File: config.mk
export PLATFORM = sky130hd
export DESIGN_NAME = crm_top
export DESIGN_NICKNAME = d
export VERILOG_FILES = /design/src/logic/crm_pkg.sv /design/src/logic/crm_sync.sv /design/src/logic/crm_top.sv
export SDC_FILE = /design/constraint.sdc
export NUM_CORES = 1
export LEC_CHECK = 0
export BUFFER_PORTS_ARGS = -buffer_cell sky130_fd_sc_hd__buf_2
export CAP_MARGIN = 0
export CORE_UTILIZATION = 50
export CTS_BUF_LIST = sky130_fd_sc_hd__clkbuf_8
export CTS_CLUSTER_SIZE = 20
export DETAILED_ROUTE_END_ITERATION = 10
export PLACE_DENSITY = 0.72
export SETUP_SLACK_MARGIN = 0.02
export SYNTH_ARGS = -nofsm -noshare
export SYNTH_HDL_FRONTEND = slang
export SYNTH_HIERARCHICAL = 1
export SYNTH_SLANG_ARGS = --single-unit
File: constraint.sdc
create_clock -name mclk -period 2.2 [get_ports mclk]
set_input_delay 0.33 -clock mclk [delete_from_list [all_inputs] [get_ports mclk]]
set_output_delay 0.33 -clock mclk [all_outputs]
set_load 0.01 [all_outputs]
File: src/logic/crm_pkg.sv
// Constants and carrier types for the clock, reset and mode select block
package crm_pkg;
  localparam int unsigned        SYNC_STAGES      = 2;
  localparam int unsigned        MCLK_PERIOD_NS   = 10;
  localparam int unsigned        RESET_OUT_DELAY  = 2;
  localparam int unsigned        FETCH_DELAY_CLK  = 7;
  localparam int unsigned        STRAP_WINDOW     = 4;
  localparam int unsigned        WAIT_RESAMPLE    = 5;
  localparam logic [3:0]         CNT_ZERO         = 4'h0;
  localparam logic [3:0]         CNT_ONE          = 4'h1;
  localparam logic [2:0]         WCNT_ZERO        = 3'h0;
  localparam logic [2:0]         WCNT_ONE         = 3'h1;

  typedef enum logic [3:0] {
    CRM_RESET   = 4'h1,
    CRM_RELEASE = 4'h2,
    CRM_RUN     = 4'h4,
    CRM_PAUSED  = 4'h8
  } crm_state_t;

  typedef struct packed {
    logic extended_mode;
    logic fetch_start;
    logic core_run;
    logic suspended;
    logic coproc_busy;
  } crm_status_t;
endpackage

File: src/logic/crm_sync.sv
// Two-stage synchroniser for asynchronous level inputs
`timescale 1ns/1ps
module crm_sync #(
  parameter int unsigned STAGES = 2,
  parameter logic        INIT   = 1'h0
) (
  input  wire logic mclk,    // System clock
  input  wire logic reset,   // Synchronous reset
  input  wire logic ce,      // Clock enable
  input  wire logic d_in,    // Asynchronous level
  output logic      q_out    // Synchronised level
);
  logic [STAGES-1:0] chain_reg;

  always_ff @(posedge mclk) begin
    if (reset) begin
      chain_reg <= {STAGES{INIT}};
    end else if (ce) begin
      chain_reg <= {chain_reg[STAGES-2:0], d_in};
    end
  end

  assign q_out = chain_reg[STAGES-1];
endmodule // crm_sync

File: src/logic/crm_top.sv
// Clock divider, reset sequencing, mode strap and wait gate logic
// How it works
// System clock output is oscillator input divided by two.
// System clock output has equal high and low times.
// System clock output keeps toggling during reset and bus hold.
// Active low init input aborts activity, clears state, stays idle.
// Init input is asynchronous and passes a synchroniser first.
// First fetch starts about six and a half clocks after release.
// Outside party holds init low over four stable clocks.
// Extended mode needs strap high at release, low four clocks later.
// Strap pin is an input from reset; sampled during and after reset.
// Weak pull-up makes an undriven strap pin read high.
// Legacy mode uses strap pin as the pause instruction's wait gate.
// Wait gate high at pause start suspends execution.
// Suspended core resamples gate every five clocks, resumes when low; code resamples every five oscillator edges.
// Pending enabled interrupts are still serviced while suspended.
// Extended mode strap pin carries coprocessor busy, high active.
// Reset output high, clock synchronous, drops two clocks after release.
// Reset output tied to strap pin yields extended mode.
// Divider is one flip-flop toggling on every oscillator rising edge.
// Strap window counted on oscillator edges, two per output clock, from synchronised release.
`timescale 1ns/1ps
module crm_top (
  input  wire logic          mclk,             // Oscillator input clock (osc_in role)
  input  wire logic          reset,            // Synchronous power-on reset
  input  wire logic          ce,               // Clock enable, freezes state when low
  input  wire logic          external_init_n,  // Asynchronous init request, active low
  input  wire logic          strap_in,         // Strap pin level from pad
  input  wire logic          strap_driven,     // External driver present on strap pin
  input  wire logic          pause_start,      // Pause instruction begins
  input  wire logic          irq_pending,      // Enabled interrupt pending
  output logic               osc_feedback_out, // Oscillator feedback drive
  output logic               system_clock_out, // Divided clock output
  output logic               reset_out,        // System reset output, active high
  output logic               irq_service,      // Take interrupt while suspended
  output crm_pkg::crm_status_t status          // Mode, run and wait status
);
  logic                 clk_div_reg;
  logic                 init_sync;
  logic                 init_sync_d_reg;
  logic                 reset_out_reg;
  logic [3:0]           rel_cnt_reg;
  logic [3:0]           rel_cnt_next;
  logic [2:0]           wait_cnt_reg;
  logic                 strap_hi_reg;
  logic                 ext_mode_reg;
  logic                 fetch_reg;
  crm_pkg::crm_state_t  state_reg;
  crm_pkg::crm_state_t  state_next;

  localparam logic [2:0] WCNT_LAST = 3'(crm_pkg::WAIT_RESAMPLE - 1);
  localparam logic [3:0] REL_OUT   = 4'(crm_pkg::RESET_OUT_DELAY * 2);
  localparam logic [3:0] REL_STRAP = 4'(crm_pkg::STRAP_WINDOW * 2);
  localparam logic [3:0] REL_FETCH = 4'(crm_pkg::FETCH_DELAY_CLK * 2);

  wire  clk_rise   = ce & ~clk_div_reg;                        // Output rises next edge
  wire  init_act   = ~init_sync;
  wire  init_rel   = init_sync & ~init_sync_d_reg;
  wire  strap_lvl  = strap_driven ? strap_in : 1'h1;
  wire  wait_gate  = ~ext_mode_reg & strap_lvl;
  wire  sample_now = (wait_cnt_reg == WCNT_LAST);

  crm_sync #(
    .STAGES (crm_pkg::SYNC_STAGES),
    .INIT   (1'h0)
  ) u_init_sync (
    .mclk   (mclk),
    .reset  (reset),
    .ce     (ce),
    .d_in   (external_init_n),
    .q_out  (init_sync)
  );

  // Divider never stops for init or hold
  always_ff @(posedge mclk) begin
    if (reset) begin
      clk_div_reg <= 1'h0;
    end else if (ce) begin
      clk_div_reg <= ~clk_div_reg;
    end
  end

  assign system_clock_out = clk_div_reg;
  assign osc_feedback_out = ~clk_div_reg;

  always_ff @(posedge mclk) begin
    if (reset) begin
      init_sync_d_reg <= 1'h0;
    end else if (ce) begin
      init_sync_d_reg <= init_sync;
    end
  end

  // Oscillator edges since release; two per output clock
  assign rel_cnt_next = init_act ? crm_pkg::CNT_ZERO :
                        (rel_cnt_reg == REL_FETCH) ? rel_cnt_reg : rel_cnt_reg + crm_pkg::CNT_ONE;

  always_ff @(posedge mclk) begin
    if (reset) begin
      rel_cnt_reg <= crm_pkg::CNT_ZERO;
    end else if (ce) begin
      rel_cnt_reg <= rel_cnt_next;
    end
  end

  always_ff @(posedge mclk) begin
    if (reset) begin
      reset_out_reg <= 1'h1;
    end else if (ce) begin
      if (init_act) begin
        reset_out_reg <= 1'h1;
      end else if (clk_rise && rel_cnt_reg >= REL_OUT - crm_pkg::CNT_ONE) begin
        reset_out_reg <= 1'h0;
      end
    end
  end

  assign reset_out = reset_out_reg;

  // Strap sampled at release and again four output clocks later
  always_ff @(posedge mclk) begin
    if (reset) begin
      strap_hi_reg <= 1'h0;
      ext_mode_reg <= 1'h0;
    end else if (ce) begin
      if (init_act) begin
        strap_hi_reg <= 1'h0;
        ext_mode_reg <= 1'h0;
      end else if (init_rel) begin
        strap_hi_reg <= strap_lvl;
      end else if (rel_cnt_reg == REL_STRAP - crm_pkg::CNT_ONE) begin
        ext_mode_reg <= strap_hi_reg & ~strap_lvl;
      end
    end
  end

  always_comb begin
    state_next = state_reg;
    case (state_reg)
      crm_pkg::CRM_RESET: begin
        if (!init_act) begin
          state_next = crm_pkg::CRM_RELEASE;
        end
      end
      crm_pkg::CRM_RELEASE: begin
        if (rel_cnt_reg == REL_FETCH - crm_pkg::CNT_ONE) begin
          state_next = crm_pkg::CRM_RUN;
        end
      end
      crm_pkg::CRM_RUN: begin
        if (pause_start && wait_gate) begin
          state_next = crm_pkg::CRM_PAUSED;
        end
      end
      crm_pkg::CRM_PAUSED: begin
        if (sample_now && !wait_gate) begin
          state_next = crm_pkg::CRM_RUN;
        end
      end
      default: begin
        state_next = crm_pkg::CRM_RESET;
      end
    endcase
    if (init_act) begin
      state_next = crm_pkg::CRM_RESET;
    end
  end

  always_ff @(posedge mclk) begin
    if (reset) begin
      state_reg    <= crm_pkg::CRM_RESET;
      wait_cnt_reg <= crm_pkg::WCNT_ZERO;
      fetch_reg    <= 1'h0;
    end else if (ce) begin
      state_reg    <= state_next;
      fetch_reg    <= (state_reg == crm_pkg::CRM_RELEASE) && (state_next == crm_pkg::CRM_RUN);
      if (state_reg != crm_pkg::CRM_PAUSED || sample_now) begin
        wait_cnt_reg <= crm_pkg::WCNT_ZERO;
      end else begin
        wait_cnt_reg <= wait_cnt_reg + crm_pkg::WCNT_ONE;
      end
    end
  end

  assign irq_service = (state_reg == crm_pkg::CRM_PAUSED) & irq_pending;

  assign status.extended_mode = ext_mode_reg;
  assign status.fetch_start   = fetch_reg;
  assign status.core_run      = (state_reg == crm_pkg::CRM_RUN);
  assign status.suspended     = (state_reg == crm_pkg::CRM_PAUSED);
  assign status.coproc_busy   = ext_mode_reg & strap_lvl;

  property p_clk_toggle;
    @(posedge mclk) disable iff (reset) ce |=> system_clock_out != $past(system_clock_out);
  endproperty
  a_clk_toggle: assert property (p_clk_toggle) else $error("clock output did not toggle");
  property p_fb_inverse;
    @(posedge mclk) disable iff (reset) osc_feedback_out != system_clock_out;
  endproperty
  a_fb_inverse: assert property (p_fb_inverse) else $error("feedback drive not inverse of clock output");
  property p_duty;
    @(posedge mclk) disable iff (reset)
      (ce && !system_clock_out) ##1 (ce && system_clock_out) |=> !system_clock_out;
  endproperty
  a_duty: assert property (p_duty) else $error("clock output high and low times differ");
  property p_clk_during_reset;
    @(posedge mclk) disable iff (reset) (ce && init_act) |=> system_clock_out != $past(system_clock_out);
  endproperty
  a_clk_during_reset: assert property (p_clk_during_reset) else $error("clock stalled in init");
  property p_init_idle;
    @(posedge mclk) disable iff (reset) (ce && init_act) |=> state_reg == crm_pkg::CRM_RESET && reset_out;
  endproperty
  a_init_idle: assert property (p_init_idle) else $error("init did not force idle");
  property p_fetch_time;
    @(posedge mclk) disable iff (reset)
      (ce && init_rel) ##1 ce[*8] |-> ##[4:6] fetch_reg || init_act;
  endproperty
  a_fetch_time: assert property (p_fetch_time) else $error("fetch start out of window");
  property p_reset_out_hold;
    @(posedge mclk) disable iff (reset) (ce && init_rel) |=> reset_out [*2];
  endproperty
  a_reset_out_hold: assert property (p_reset_out_hold) else $error("reset output dropped early");
  property p_legacy_on_low;
    @(posedge mclk) disable iff (reset) (ce && init_rel && !strap_lvl) |=> !ext_mode_reg [*8];
  endproperty
  a_legacy_on_low: assert property (p_legacy_on_low) else $error("extended mode without strap high");
  property p_suspend;
    @(posedge mclk) disable iff (reset)
      (ce && state_reg == crm_pkg::CRM_RUN && pause_start && wait_gate && !init_act) |=> status.suspended;
  endproperty
  a_suspend: assert property (p_suspend) else $error("pause with gate high did not suspend");
  property p_resample;
    @(posedge mclk) disable iff (reset) (status.suspended && !wait_gate && ce) [*5] |=> !status.suspended;
  endproperty
  a_resample: assert property (p_resample) else $error("wait gate not resampled in five clocks");
  property p_irq;
    @(posedge mclk) disable iff (reset) (status.suspended && irq_pending) |-> irq_service;
  endproperty
  a_irq: assert property (p_irq) else $error("interrupt not serviced while suspended");

  // Synchroniser latency and init clearing
  property p_sync_delay;
    @(posedge mclk) disable iff (reset) (ce && !external_init_n) ##1 ce |=> init_act;
  endproperty
  a_sync_delay: assert property (p_sync_delay) else $error("init not seen two edges after pin low");
  property p_init_clears;
    @(posedge mclk) disable iff (reset)
      (ce && init_act) |=> !status.extended_mode && !status.fetch_start && !status.suspended;
  endproperty
  a_init_clears: assert property (p_init_clears) else $error("init left mode, fetch or wait active");

  // Fetch start and reset output timing
  property p_fetch_pulse;
    @(posedge mclk) disable iff (reset) (ce && fetch_reg) |=> !fetch_reg;
  endproperty
  a_fetch_pulse: assert property (p_fetch_pulse) else $error("fetch start longer than one cycle");
  property p_fetch_in_run;
    @(posedge mclk) disable iff (reset) fetch_reg |-> status.core_run;
  endproperty
  a_fetch_in_run: assert property (p_fetch_in_run) else $error("fetch start without run state");
  property p_no_early_fetch;
    @(posedge mclk) disable iff (reset) (ce && init_rel) |=> !fetch_reg [*8];
  endproperty
  a_no_early_fetch: assert property (p_no_early_fetch) else $error("fetch started too soon after release");
  property p_reset_out_release;
    @(posedge mclk) disable iff (reset)
      (ce && init_rel) ##1 (ce && !init_act) [*6] |=> !reset_out;
  endproperty
  a_reset_out_release: assert property (p_reset_out_release) else $error("reset output held too long");
  property p_reset_out_edge;
    @(posedge mclk) disable iff (reset) $fell(reset_out) |-> system_clock_out;
  endproperty
  a_reset_out_edge: assert property (p_reset_out_edge) else $error("reset output fell off clock rise");

  // Mode strap decision
  property p_ext_select;
    @(posedge mclk) disable iff (reset)
      (ce && init_rel && strap_lvl) ##1 (ce && !init_act) [*6] ##1 (ce && !init_act && !strap_lvl)
      |=> status.extended_mode;
  endproperty
  a_ext_select: assert property (p_ext_select) else $error("strap high then low did not select extended");
  property p_legacy_select;
    @(posedge mclk) disable iff (reset)
      (ce && init_rel) ##1 (ce && !init_act) [*6] ##1 (ce && !init_act && strap_lvl)
      |=> !status.extended_mode;
  endproperty
  a_legacy_select: assert property (p_legacy_select) else $error("strap high late still gave extended");
  property p_mode_frozen;
    @(posedge mclk) disable iff (reset) (ce && status.core_run && !init_act) |=> $stable(status.extended_mode);
  endproperty
  a_mode_frozen: assert property (p_mode_frozen) else $error("mode changed while running");

  // Wait gate and busy behaviour
  property p_pullup_gate;
    @(posedge mclk) disable iff (reset)
      (ce && !strap_driven && !ext_mode_reg && status.core_run && pause_start && !init_act) |=> status.suspended;
  endproperty
  a_pullup_gate: assert property (p_pullup_gate) else $error("floating strap did not read high");
  property p_no_wait_ext;
    @(posedge mclk) disable iff (reset) (ce && ext_mode_reg && pause_start && status.core_run) |=> !status.suspended;
  endproperty
  a_no_wait_ext: assert property (p_no_wait_ext) else $error("suspended in extended mode");
  property p_busy_legacy;
    @(posedge mclk) disable iff (reset) !ext_mode_reg |-> !status.coproc_busy;
  endproperty
  a_busy_legacy: assert property (p_busy_legacy) else $error("busy shown in legacy mode");
  property p_wait_cnt_bound;
    @(posedge mclk) disable iff (reset) wait_cnt_reg <= WCNT_LAST;
  endproperty
  a_wait_cnt_bound: assert property (p_wait_cnt_bound) else $error("resample counter out of range");
  property p_stay_gate_high;
    @(posedge mclk) disable iff (reset) (ce && status.suspended && wait_gate && !init_act) |=> status.suspended;
  endproperty
  a_stay_gate_high: assert property (p_stay_gate_high) else $error("resumed with gate high");
  property p_resume_on_sample;
    @(posedge mclk) disable iff (reset)
      (ce && status.suspended && sample_now && !wait_gate && !init_act) |=> status.core_run;
  endproperty
  a_resume_on_sample: assert property (p_resume_on_sample) else $error("no resume after low sample");
  property p_no_irq_run;
    @(posedge mclk) disable iff (reset) !status.suspended |-> !irq_service;
  endproperty
  a_no_irq_run: assert property (p_no_irq_run) else $error("interrupt service outside suspend");

  c_ext_mode: cover property (@(posedge mclk) $rose(ext_mode_reg));
  c_fetch: cover property (@(posedge mclk) fetch_reg);
  c_suspend_resume: cover property (@(posedge mclk) status.suspended ##[1:20] status.core_run);
  c_busy: cover property (@(posedge mclk) status.coproc_busy);
  c_reset_release: cover property (@(posedge mclk) $fell(reset_out));
endmodule // crm_top

Word level (Yosys, flattened, before mapping). Index checks and enable logic that the tools add are counted.

Register bits: 19. Input port bits: 8.

Add/sub/neg operators: 2. Magnitude comparators: 1. Equality and inequality tests: 15. Multiplexer cells: 16. Bitwise operators: 10. Reductions and logical operators: 10.

Operators with widths (count): $mux W4 (6); $pmux W4 S4 (1); $eq A4 B3 Y1 const B (3); $eq A4 B4 Y1 const B (3); $ne A2 B2 Y1 const B (5); $mux W1 (8); $and A1 B1 Y1 (6); $reduce_and A2 Y1 (3); $add A4 B1 Y4 const B (1); $eq A4 B1 Y1 const B (1); $eq A4 B2 Y1 const B (1); $ge A4 B2 Y1 const B (1); $logic_and A1 B1 Y1 (4); $ne A4 B4 Y1 const B (1); $not A1 Y1 (4); $add A3 B1 Y3 const B (1); $eq A3 B3 Y1 const B (1); $mux W3 (1); $reduce_and A3 Y1 (1); $logic_not A1 Y1 (1); $logic_or A1 B1 Y1 (1).

Depth between registers and ports, before layout. Gate-level depths: netlist (run 1).

Depth in word-level cells: 9. Mapped depth: 6.

Hierarchy. Netlist (run 1), hierarchy kept.

By module, submodules not included: crm_top (instances 1, cells each 127, area an instance 1014.7 µm², sequential area each 340.3 µm²); crm_sync (instances 1, cells each 6, area an instance 67.6 µm², sequential area each 40.0 µm²).

Least setup slack after synthesis (run 1). Ideal clock, no wire load.

Path type: register to output. Start point: register state_reg[0]. End point: output irq_service. Data arrival time: 1245 ps. Required time: 1870 ps. Slack: 625 ps. Cell stages (with the launch flop): 5. Buffers on the path: 1. Cell sequence: dfxtp_1 -> buf_6 -> or4b_4 -> clkinv_4 -> and2_1.

RTL lines: start, declared (line crm_top.sv:48) `crm_pkg::crm_state_t state_reg;`; start signal, assigned (line crm_top.sv:171) `state_reg <= crm_pkg::CRM_RESET;`; start signal, assigned (line crm_top.sv:175) `state_reg <= state_next;`; end, declared (line crm_top.sv:35) `output logic irq_service,`.

Worst setup path in the final report (run 1).
Start point: register state_reg[3]. End point: output irq_service.

Cells in the longest elaborated chain, start to end: 2.

RTL lines: $eq A4 B4 Y1 (line crm_top.sv:185) `assign irq_service = (state_reg == crm_pkg::CRM_PAUSED) & irq_pending;`; $and A1 B1 Y1 (line crm_top.sv:185).

Every way passes these cells.

==> results by group, run 1 <==
Layout
  • Antenna diodes: 0
  • Area of the multi-input gates: roughly 600 µm²
  • Post-layout util: 0.589
  • Reg area: 380 µm²
  • Leading cell types in the layout, fill and taps excluded: dfxtp_1 (19), nand2_1 (17), buf_2 (16), a21oi_1 (11)
  • Most common library cell in the layout ignoring fill and taps: dfxtp_1
  • Net count, final: 156
  • Syn-to-layout area delta: 9.02%
  • Layout cells sized above 1: 0.190
  • Filler cell count: between 150 and 200
  • Design Area, Final: 0.00118 mm²

GRT
  • Aggregate global routing overflow: 0
  • Antenna violations before repair: 0
  • Largest net degree at the start of global routing: 20
  • Number of global-route vias before repair: 808
  • GRT Total Usage: 0.192
  • Global-route wire length before repair: ~3.5 mm

Critical path
  • Crit-path max FO: 9
  • WP data required: 1870 ps
  • R2r endpoint: state_reg[3]
  • Slowest cell on crit path: or4b_4
  • Stages on worst setup path: 4
  • Reg-to-Reg Start: state_reg[3]
  • Worst setup EP type: output pin
  • Crit path from: state_reg[3]
  • Worst path bufs/invs: 2
  • Crit path cell chain: or4b_4 -> clkinv_4 -> and2_1 -> buf_2
  • Max stage delay on crit path: 560 ps
  • CP Class: reg -> out
  • Setup crit start kind: register
  • CP delay by family, top: simple AND/OR/NAND/NOR gates
  • R2r setup slk: 640 ps
  • Reg2reg path depth: 4
  • Crit path to: irq_service
  • CP arrival: 1580 ps

Clock tree
  • Total clock sinks: 19
  • Root Buffer: clkbuf_8
  • TritonCTS clock tree: done
  • Clock latency on the worst-skew pair: about 250 ps
  • Htree depth: 1
  • Longest Clk Path Bufs: 2
  • # hold bufs at CTS: 0
  • # Post-CTS Setup Buffers: 0
  • CTS Buf Count: 3
  • Post_cts resized: 0
  • Clock Pin Slew Worst Setup and Hold Paths: 70 ps

Synthesis
  • Synth Warn #: 6
  • Post-Syn Area: 0.00108 mm²
  • Asr flop ratio synth: 0
  • Synth Flop Type: dfxtp_1
  • Post-synthesis area per instance: 8.14 µm²
  • Net count after synthesis: about 150
  • Sequential area share after synthesis: 0.351
  • Post-synth EDFFs: 0
  • Post-synth top area share: 0.351
  • Post-synth top area cell: dfxtp_1
  • Flops & latches, synth: 19
  • Largest cells by area after synthesis: dfxtp_1 (35%), nand2_1 (5.9%), ha_1 (5.8%)
  • Post-synthesis cell count: around 130
  • Yosys cell types: 40

Timing
  • Final TNS setup: 0 ps
  • Tcrit/Tclk final: 0.869
  • Final setup violation count: 0
  • Worst Skew: 3.58 ps
  • Crit path time final: roughly 1900 ps
  • Final Hold Fails: 0
  • Final Max Tran Viols: 0
  • RSZ-0062 raised after global routing: no
  • Setup WS post-layout: 289 ps
  • Fmax: 0.523 GHz
  • Max-Slew Margin vs Limit: 0.626
  • Worst-Margin Slew: 553 ps

Routing
  • Routed Wire Length: 2.12 mm
  • Final ANT Viol Nets: 0
  • DR vias/cell: 5.49
  • Total vias in the final route: around 930
  • Detailed-route wire length per cell: 12.6 µm
  • DR pass1 iterations: 4
  • Residual DRC: 0
  • 1st-iter DRT viols: 26

Pwr
  • Power Density: 537 mW/mm²
  • Leak pwr: 0.000444 µW
  • Peak supply drop: 0.391 mV

Run
  • Max_cap viols: 0

Placed design
  • Dpl ws: approximately 570 ps
  • Port Buffer Count: 16
  • DP HPWL: 1.53 mm
  • Post-DP Area: 0.00113 mm²
  • GP Congestion: 0.848

Worst hold path
  • Worst min-delay path category: in -> reg

Die
  • Num ports: 17
  • Die Span X: 48.5 µm
  • Die height: 48.5 µm
  • Die ar.: 0.00235 mm²
  • Starting Density: 0.541
  • Core ar.: 0.00200 mm²
  • Num rows: 16

Run status
  • Result of the run: completed
==> cell type report <==
class / instances / share of cell area
clock inverter: 1 / 0.00424
timing repair buffer: 16 / 0.0679
multi-input combinational: 94 / 0.509
clock buffer: 3 / 0.0350
inverter: 9 / 0.0329
sequential: 19 / 0.322
tap: 27 / 0.0286
==> stage by stage <==
step | total power (µW) | hold slack, ps | cells
floorplan | 391 | 402 | 133
global placement | 405 | 453 | 165
detailed placement | 405 | 462 | 165
CTS | 640 | 333 | 169
global route | 660 | 353 | 169
finish | 633 | 328 | 169
==> tightest hold or removal path: cells and delay by family <==
kind / cells / cell delay [ps]
mux: 1 / 60
buf+inv: 1 / 80
simple gates: 1 / 70
==> logic make-up after synthesis <==
group                      count (synthesis)  synth area share
and+or+nand+nor                           57             0.267
DFF                                       19             0.351
AOI/OAI and AO/OA                         26             0.176
adders and majority gates                  5            0.0578
buffers and inverters                     20            0.0936
muxes                                      4            0.0382
xor gates and xnor gates                   2            0.0162
==> cells in the mapped netlist (2+ instances only) <==
master / number
dfxtp_1: 19
nand2_1: 17
a21oi_1: 11
nor2_1: 9
nor3_1: 9
inv_1: 7
buf_2: 5
ha_1: 5
nand3_1: 5
o21ai_0: 5
mux2i_1: 3
and2_1: 2
and3_1: 2
buf_4: 2
clkbuf_1: 2
nand2b_1: 2
nand4_1: 2
nor2b_1: 2
nor4b_1: 2
xnor2_1: 2
==> power by group <==
part           internal (µW)  total (µW)  switching, µW
Clock                    125         236            110
Combinational           15.3        42.5           27.2
Sequential               349         355           6.35
Total                    490         633            144
==> routing by layer <==
layer  global-route usage  part of all wire
met1                0.253              0.50
met2                0.322              0.46
met3               0.0283             0.031
met4               0.0588            0.0061
met5                    0                 0
==> worst min-delay path by stage <==
stage                                    end            start  cells after the start
floorplan           u_init_sync/chain_reg[0]            reset                      1
global placement                   reset_out        reset_out                      2
detailed placement                 reset_out        reset_out                      2
CTS                 u_init_sync/chain_reg[0]  external_init_n                      3
global route        u_init_sync/chain_reg[0]  external_init_n                      3
finish              u_init_sync/chain_reg[0]  external_init_n                      3
Power figures use the tool's default switching activity.
==> run 2, diff against run 1 <==
--- a/config.mk
+++ b/config.mk
@@ -11,6 +11,7 @@
 export CTS_BUF_LIST = sky130_fd_sc_hd__clkbuf_8
 export CTS_CLUSTER_SIZE = 20
 export DETAILED_ROUTE_END_ITERATION = 10
+export GPL_TIMING_DRIVEN = 0
 export PLACE_DENSITY = 0.72
 export SETUP_SLACK_MARGIN = 0.02
 export SYNTH_ARGS = -nofsm -noshare
==> results by group, run 2 (same netlist as run 1, synthesis figures left out) <==
Pwr
  • Power Density: 519 mW/mm²
  • Leak pwr: roughly 0.00049 µW
  • Peak supply drop: 0.319 mV

Run status
  • Result of the run: completed

Critical path
  • R2r setup slk: about 630 ps
  • CP Class: reg -> out
  • Worst setup EP type: output pin
  • Setup crit start kind: register
  • Reg-to-Reg Start: state_reg[1]
  • WP data required: around 1900 ps
  • Reg2reg path depth: 5
  • Crit-path max FO: 9
  • CP arrival: 1620 ps
  • R2r endpoint: state_reg[3]

Placed design
  • GP Congestion: 0.804
  • Placed insts: about 180
  • Dpl ws: 528 ps
  • DP HPWL: 1.66 mm
  • Port Buffer Count: 16

Clock tree
  • Longest Clk Path Bufs: 2
  • Root Buffer: clkbuf_8
  • TritonCTS clock tree: done
  • Clock Pin Slew Worst Setup and Hold Paths: 70 ps
  • Clock latency on the worst-skew pair: roughly 250 ps
  • Total clock sinks: 19
  • # hold bufs at CTS: 0
  • Post_cts resized: 0
  • # Post-CTS Setup Buffers: 0
  • CTS Buf Count: 3
  • Htree depth: 1

Worst hold path
  • Hold Path Stages: 2
  • Hold path startpoint: reset
  • Hold Path End: u_init_sync/chain_reg[0]
  • Worst min-delay path category: in -> reg

Layout
  • Syn-to-layout area delta: 14.7%
  • Antenna diodes: 0
  • Most common library cell in the layout ignoring fill and taps: buf_2
  • Finished Layout Cells: 180
  • Net count, final: about 170
  • Layout cells sized above 1: 0.222
  • Leading cell types in the layout, fill and taps excluded: buf_2 (21), dfxtp_1 (19), nand2_1 (17), a21oi_1 (11)

Run
  • Max_cap viols: 0

Die
  • Die Span X: around 49 µm
  • Die height: 48.5 µm
  • Die ar.: 0.00235 mm²
  • Core ar.: 0.00200 mm²
  • Starting Density: 0.541
  • Num ports: 17
  • Num rows: 16

Timing
  • Final Hold Fails: 0
  • Hold slack: ~250 ps
  • Max-Slew Margin vs Limit: 0.665
  • Final TNS setup: 0 ps
  • Fmax: 0.512 GHz
  • Worst-Margin Slew: slightly below 500 ps
  • Crit path time final: 1950 ps
  • RSZ-0062 raised after global routing: no
  • Final setup violation count: 0
  • Tcrit/Tclk final: 0.889
  • Setup WS post-layout: between 200 and 250 ps
  • Worst Skew: 2.99 ps
  • Final Max Tran Viols: 0

GRT
  • Largest net degree at the start of global routing: 11
  • Number of global-route vias before repair: around 950
  • Global-route wire length before repair: between 4 and 5 mm
  • GRT Total Usage: 0.218
  • Antenna violations before repair: 0
  • Aggregate global routing overflow: 0

Routing
  • Wire length on met1: approximately 1.1 mm
  • Met3 WL: 103 µm
  • Total vias in the final route: 986
  • Final ANT Viol Nets: 0
  • DR vias/cell: 5.48
  • Residual DRC: 0
  • Uppermost layer routed: met4
  • Met2 WL post-DR: 1.10 mm
  • 1st-iter DRT viols: 26
  • DR pass1 iterations: 4
  • Detailed-route wire length per cell: 12.7 µm
  • Routed Wire Length: 2.29 mm
run 2: cell types whose count changed in the layout (fill, tap and decap cells not counted):
| cell | delta |
|---|---|
| buf_2 | +5 |
| buf_4 | +2 |
| buf_1 | +1 |
| buf_6 | +1 |
| inv_1 | +1 |
| clkbuf_1 | +2 |
| clkinv_2 | -1 |
run 2: how the worst max path moves through the flow:
stage                      start           to  slack (ps)  depth (start not counted)
CTS                 state_reg[1]  irq_service         240                          5
global route        state_reg[3]  irq_service         180                          5
floorplan           state_reg[0]  irq_service         620                          4
detailed placement  state_reg[1]  irq_service         530                          5
finish              state_reg[1]  irq_service         250                          5
global placement    state_reg[1]  irq_service         540                          5
run 2: where the power goes:
group | switching [µW] | total, µW | internal, µW
logic | 31.3 | 49.4 | 18.2
registers | 3.43 | 352 | 349
clock network | 119 | 243 | 124
total | 153 | 644 | 491
run 2: area by class of cell:
cell class,instances,area (µm²)
plain buffers,11,62.6
clock buffers,3,41.3
clock inverters,1,3.75
fillers,190,761
inverters,9,38.8
multi-input cells,94,601
flip-flops and latches,19,380
well taps,27,33.8
repair buffers,16,80.1
run 2: metrics by stage:
step	cell area [µm²]	utilization	power, µW
2_1_floorplan	1080	-	391
3_3_place_gp	1200	0.598	408
3_5_place_dp	1200	0.598	410
4_1_cts	1240	0.620	644
5_1_grt	1240	0.620	670
6_report	1240	0.620	644
run 2: critical path, cell delays in order (launching register included):
cell and delay [ps]:
dfxtp_1 300, buf_2 160, or4b_4 590, clkinv_4 90, and2_1 110, buf_2 120
run 2: metal layers:
| layer | GRT usage | vias up |
|---|---|---|
| li1 | - | 496 |
| met1 | 0.267 | 454 |
| met2 | 0.385 | 31 |
| met3 | 0.0314 | 5 |
| met4 | 0.0833 | 0 |
| met5 | 0 | - |
==> run 3, diff against run 2 <==
--- a/config.mk
+++ b/config.mk
@@ -5,8 +5,10 @@
 export SDC_FILE = /design/constraint.sdc
 export NUM_CORES = 1
 export LEC_CHECK = 0
+export ABC_AREA = 1
 export BUFFER_PORTS_ARGS = -buffer_cell sky130_fd_sc_hd__buf_2
 export CAP_MARGIN = 0
+export CORE_MARGIN = 1
 export CORE_UTILIZATION = 50
 export CTS_BUF_LIST = sky130_fd_sc_hd__clkbuf_8
 export CTS_CLUSTER_SIZE = 20
==> results by group, run 3 <==
Pwr
  • Power Density: 569 mW/mm²
  • Leak pwr: 0.000571 µW
  • Peak supply drop: 0.456 mV

Synthesis
  • Sequential area share after synthesis: 0.362
  • Net count after synthesis: 171
  • Post-Syn Area: approximately 0.0011 mm²
  • Most frequent cell after synthesis: nand2_1
  • Post-synthesis cell count: 158
  • Largest cells by area after synthesis: dfxtp_1 (36%), nand2_1 (15%), inv_1 (8.9%)
  • Asr flop ratio synth: 0
  • Synth Warn #: 6
  • Post-synth top area cell: dfxtp_1
  • Yosys cell types: 19
  • Synth Flop Type: dfxtp_1
  • Flops & latches, synth: 19
  • Post-synthesis area per instance: 6.65 µm²
  • Post-synth top area share: 0.362
  • Post-synth EDFFs: 0
  • Synth top cells by count: nand2_1 (41), inv_1 (25), dfxtp_1 (19), nor2_1 (19), a21oi_1 (13)

Layout
  • Leading cell types in the layout, fill and taps excluded: nand2_1 (41), inv_1 (26), nor2_1 (19), dfxtp_1 (19), buf_2 (18)
  • Design Area, Final: 0.00121 mm²
  • Most common library cell in the layout ignoring fill and taps: nand2_1
  • Post-layout util: 0.617
  • Antenna diodes: 0
  • Area of the multi-input gates: about 540 µm²
  • Reg area: 380 µm²
  • Net count, final: 192
  • Filler cell count: 208
  • Layout cells sized above 1: 0.174
  • Syn-to-layout area delta: 15.1%

Timing
  • Setup WS post-layout: 707 ps
  • Worst-Margin Slew: 228 ps
  • Final Hold Fails: 0
  • Tcrit/Tclk final: 0.679
  • Final Max Tran Viols: 0
  • Worst Skew: between 3 and 4 ps
  • Fmax: 0.670 GHz
  • Final TNS setup: 0 ps
  • Hold slack: 361 ps
  • Max-Slew Margin vs Limit: 0.848
  • RSZ-0062 raised after global routing: no
  • Final setup violation count: 0
  • Crit path time final: 1490 ps

Clock tree
  • Longest Clk Path Bufs: 2
  • # hold bufs at CTS: 0
  • Clock latency on the worst-skew pair: 250 ps
  • Clock Pin Slew Worst Setup and Hold Paths: 70 ps
  • Total clock sinks: 19
  • Post_cts resized: 0
  • CTS Buf Count: 3
  • Htree depth: 1
  • Root Buffer: clkbuf_8
  • TritonCTS clock tree: done
  • # Post-CTS Setup Buffers: 0

Worst hold path
  • Hold Path End: system_clock_out
  • Worst min-delay path category: in -> reg
  • Hold Path Stages: 2
  • Hold path startpoint: reset

Routing
  • Final ANT Viol Nets: 0
  • Detailed-route wire length per cell: about 10 µm
  • DR vias/cell: ~4.9
  • DR pass1 iterations: 4
  • 1st-iter DRT viols: 15
  • Routed Wire Length: 2.14 mm
  • Residual DRC: 0
  • Total vias in the final route: 1005

Die
  • Core ar.: 0.00196 mm²
  • Die height: 47.8 µm
  • Num rows: 16
  • Num ports: 17
  • Die ar.: 0.00229 mm²
  • Die Span X: 47.8 µm
  • Starting Density: 0.536

Placed design
  • Port Buffer Count: 16
  • Post-DP Area: 0.00116 mm²
  • GP Congestion: 0.872
  • Dpl ws: 821 ps
  • DP HPWL: around 1.7 mm

Critical path
  • Reg2reg path depth: 8
  • Reg-to-Reg Start: rel_cnt_reg[0]
  • CP Class: reg -> out
  • Slowest cell on crit path: dfxtp_1
  • Max stage delay on crit path: 380 ps
  • R2r setup slk: 820 ps
  • CP arrival: 1160 ps
  • WP data required: ~1900 ps
  • Worst setup EP type: output pin
  • Setup crit start kind: register
  • Crit path cell chain: nand2_1 -> nor2_4 -> inv_1 -> nor2_1 -> buf_2
  • Crit-path max FO: 5
  • R2r endpoint: rel_cnt_reg[3]

GRT
  • Largest net degree at the start of global routing: 11
  • Aggregate global routing overflow: 0
  • Global-route wire length before repair: 3.33 mm
  • GRT Total Usage: 0.210
  • Number of global-route vias before repair: 860
  • Antenna violations before repair: 0

Run
  • Max_cap viols: 0

Run status
  • Result of the run: completed
run 3: cell count changes in the layout (fill, tap and decap cells not counted), sizes merged, moves of 3 or more:
cell	change
nor2	+14
inv	+19
buf	-4
nand2	+25
nand3	+6
mux2i	-3
nor3	-9
o21ai	+6
run 3: kinds of logic after synthesis:
logic type                 synth area share
and+or+nand+nor                       0.321
xor gates and xnor gates            0.00833
buffers and inverters                 0.127
DFF                                   0.362
AOI/OAI and AO/OA                     0.121
adders and majority gates            0.0595
run 3: how the worst max path moves through the flow:
stage,startpoint,cells after the start,endpoint
after floorplan,rel_cnt_reg[0],8,rel_cnt_reg[3]
after global placement,rel_cnt_reg[0],8,rel_cnt_reg[3]
after detailed placement,rel_cnt_reg[0],8,rel_cnt_reg[3]
after CTS,state_reg[3],5,irq_service
after global routing,state_reg[1],6,irq_service
final,state_reg[3],5,irq_service
run 3: layer usage:
metal  GRT usage  up-vias  share of wire
met3      0.0340        2          0.036
met2       0.378       20           0.48
li1            -      529              -
met5           0        -              0
met1       0.247      454           0.47
met4      0.0833        0         0.0061
run 3: power breakdown:
group	internal, µW	switching, µW
Sequential	358	9.69
Combinational	30.9	55.3
Clock	124	111
Total	512	176
run 3: cell type report:
cell class / instances / area share
buffer: 5 / 0.0300
clock buffer: 3 / 0.0341
clock inverter: 1 / 0.00310
inverter: 26 / 0.0807
multi-input combinational: 108 / 0.444
sequential: 19 / 0.314
tap: 27 / 0.0279
timing repair buffer: 16 / 0.0662
run 3: critical path, delay by kind of cell, from the launching register on:
kind	cells	cell delay (ps)
buffers and inverters	2	200
DFF	1	380
and+or+nand+nor	3	340
run 3: through the flow:
| stage | total power (µW) | instances |
|---|---|---|
| after global routing | 730 | 205 |
| after global placement | 457 | 201 |
| after CTS | 697 | 205 |
| final | 689 | 205 |
| after detailed placement | 461 | 201 |
| after floorplan | 432 | 158 |
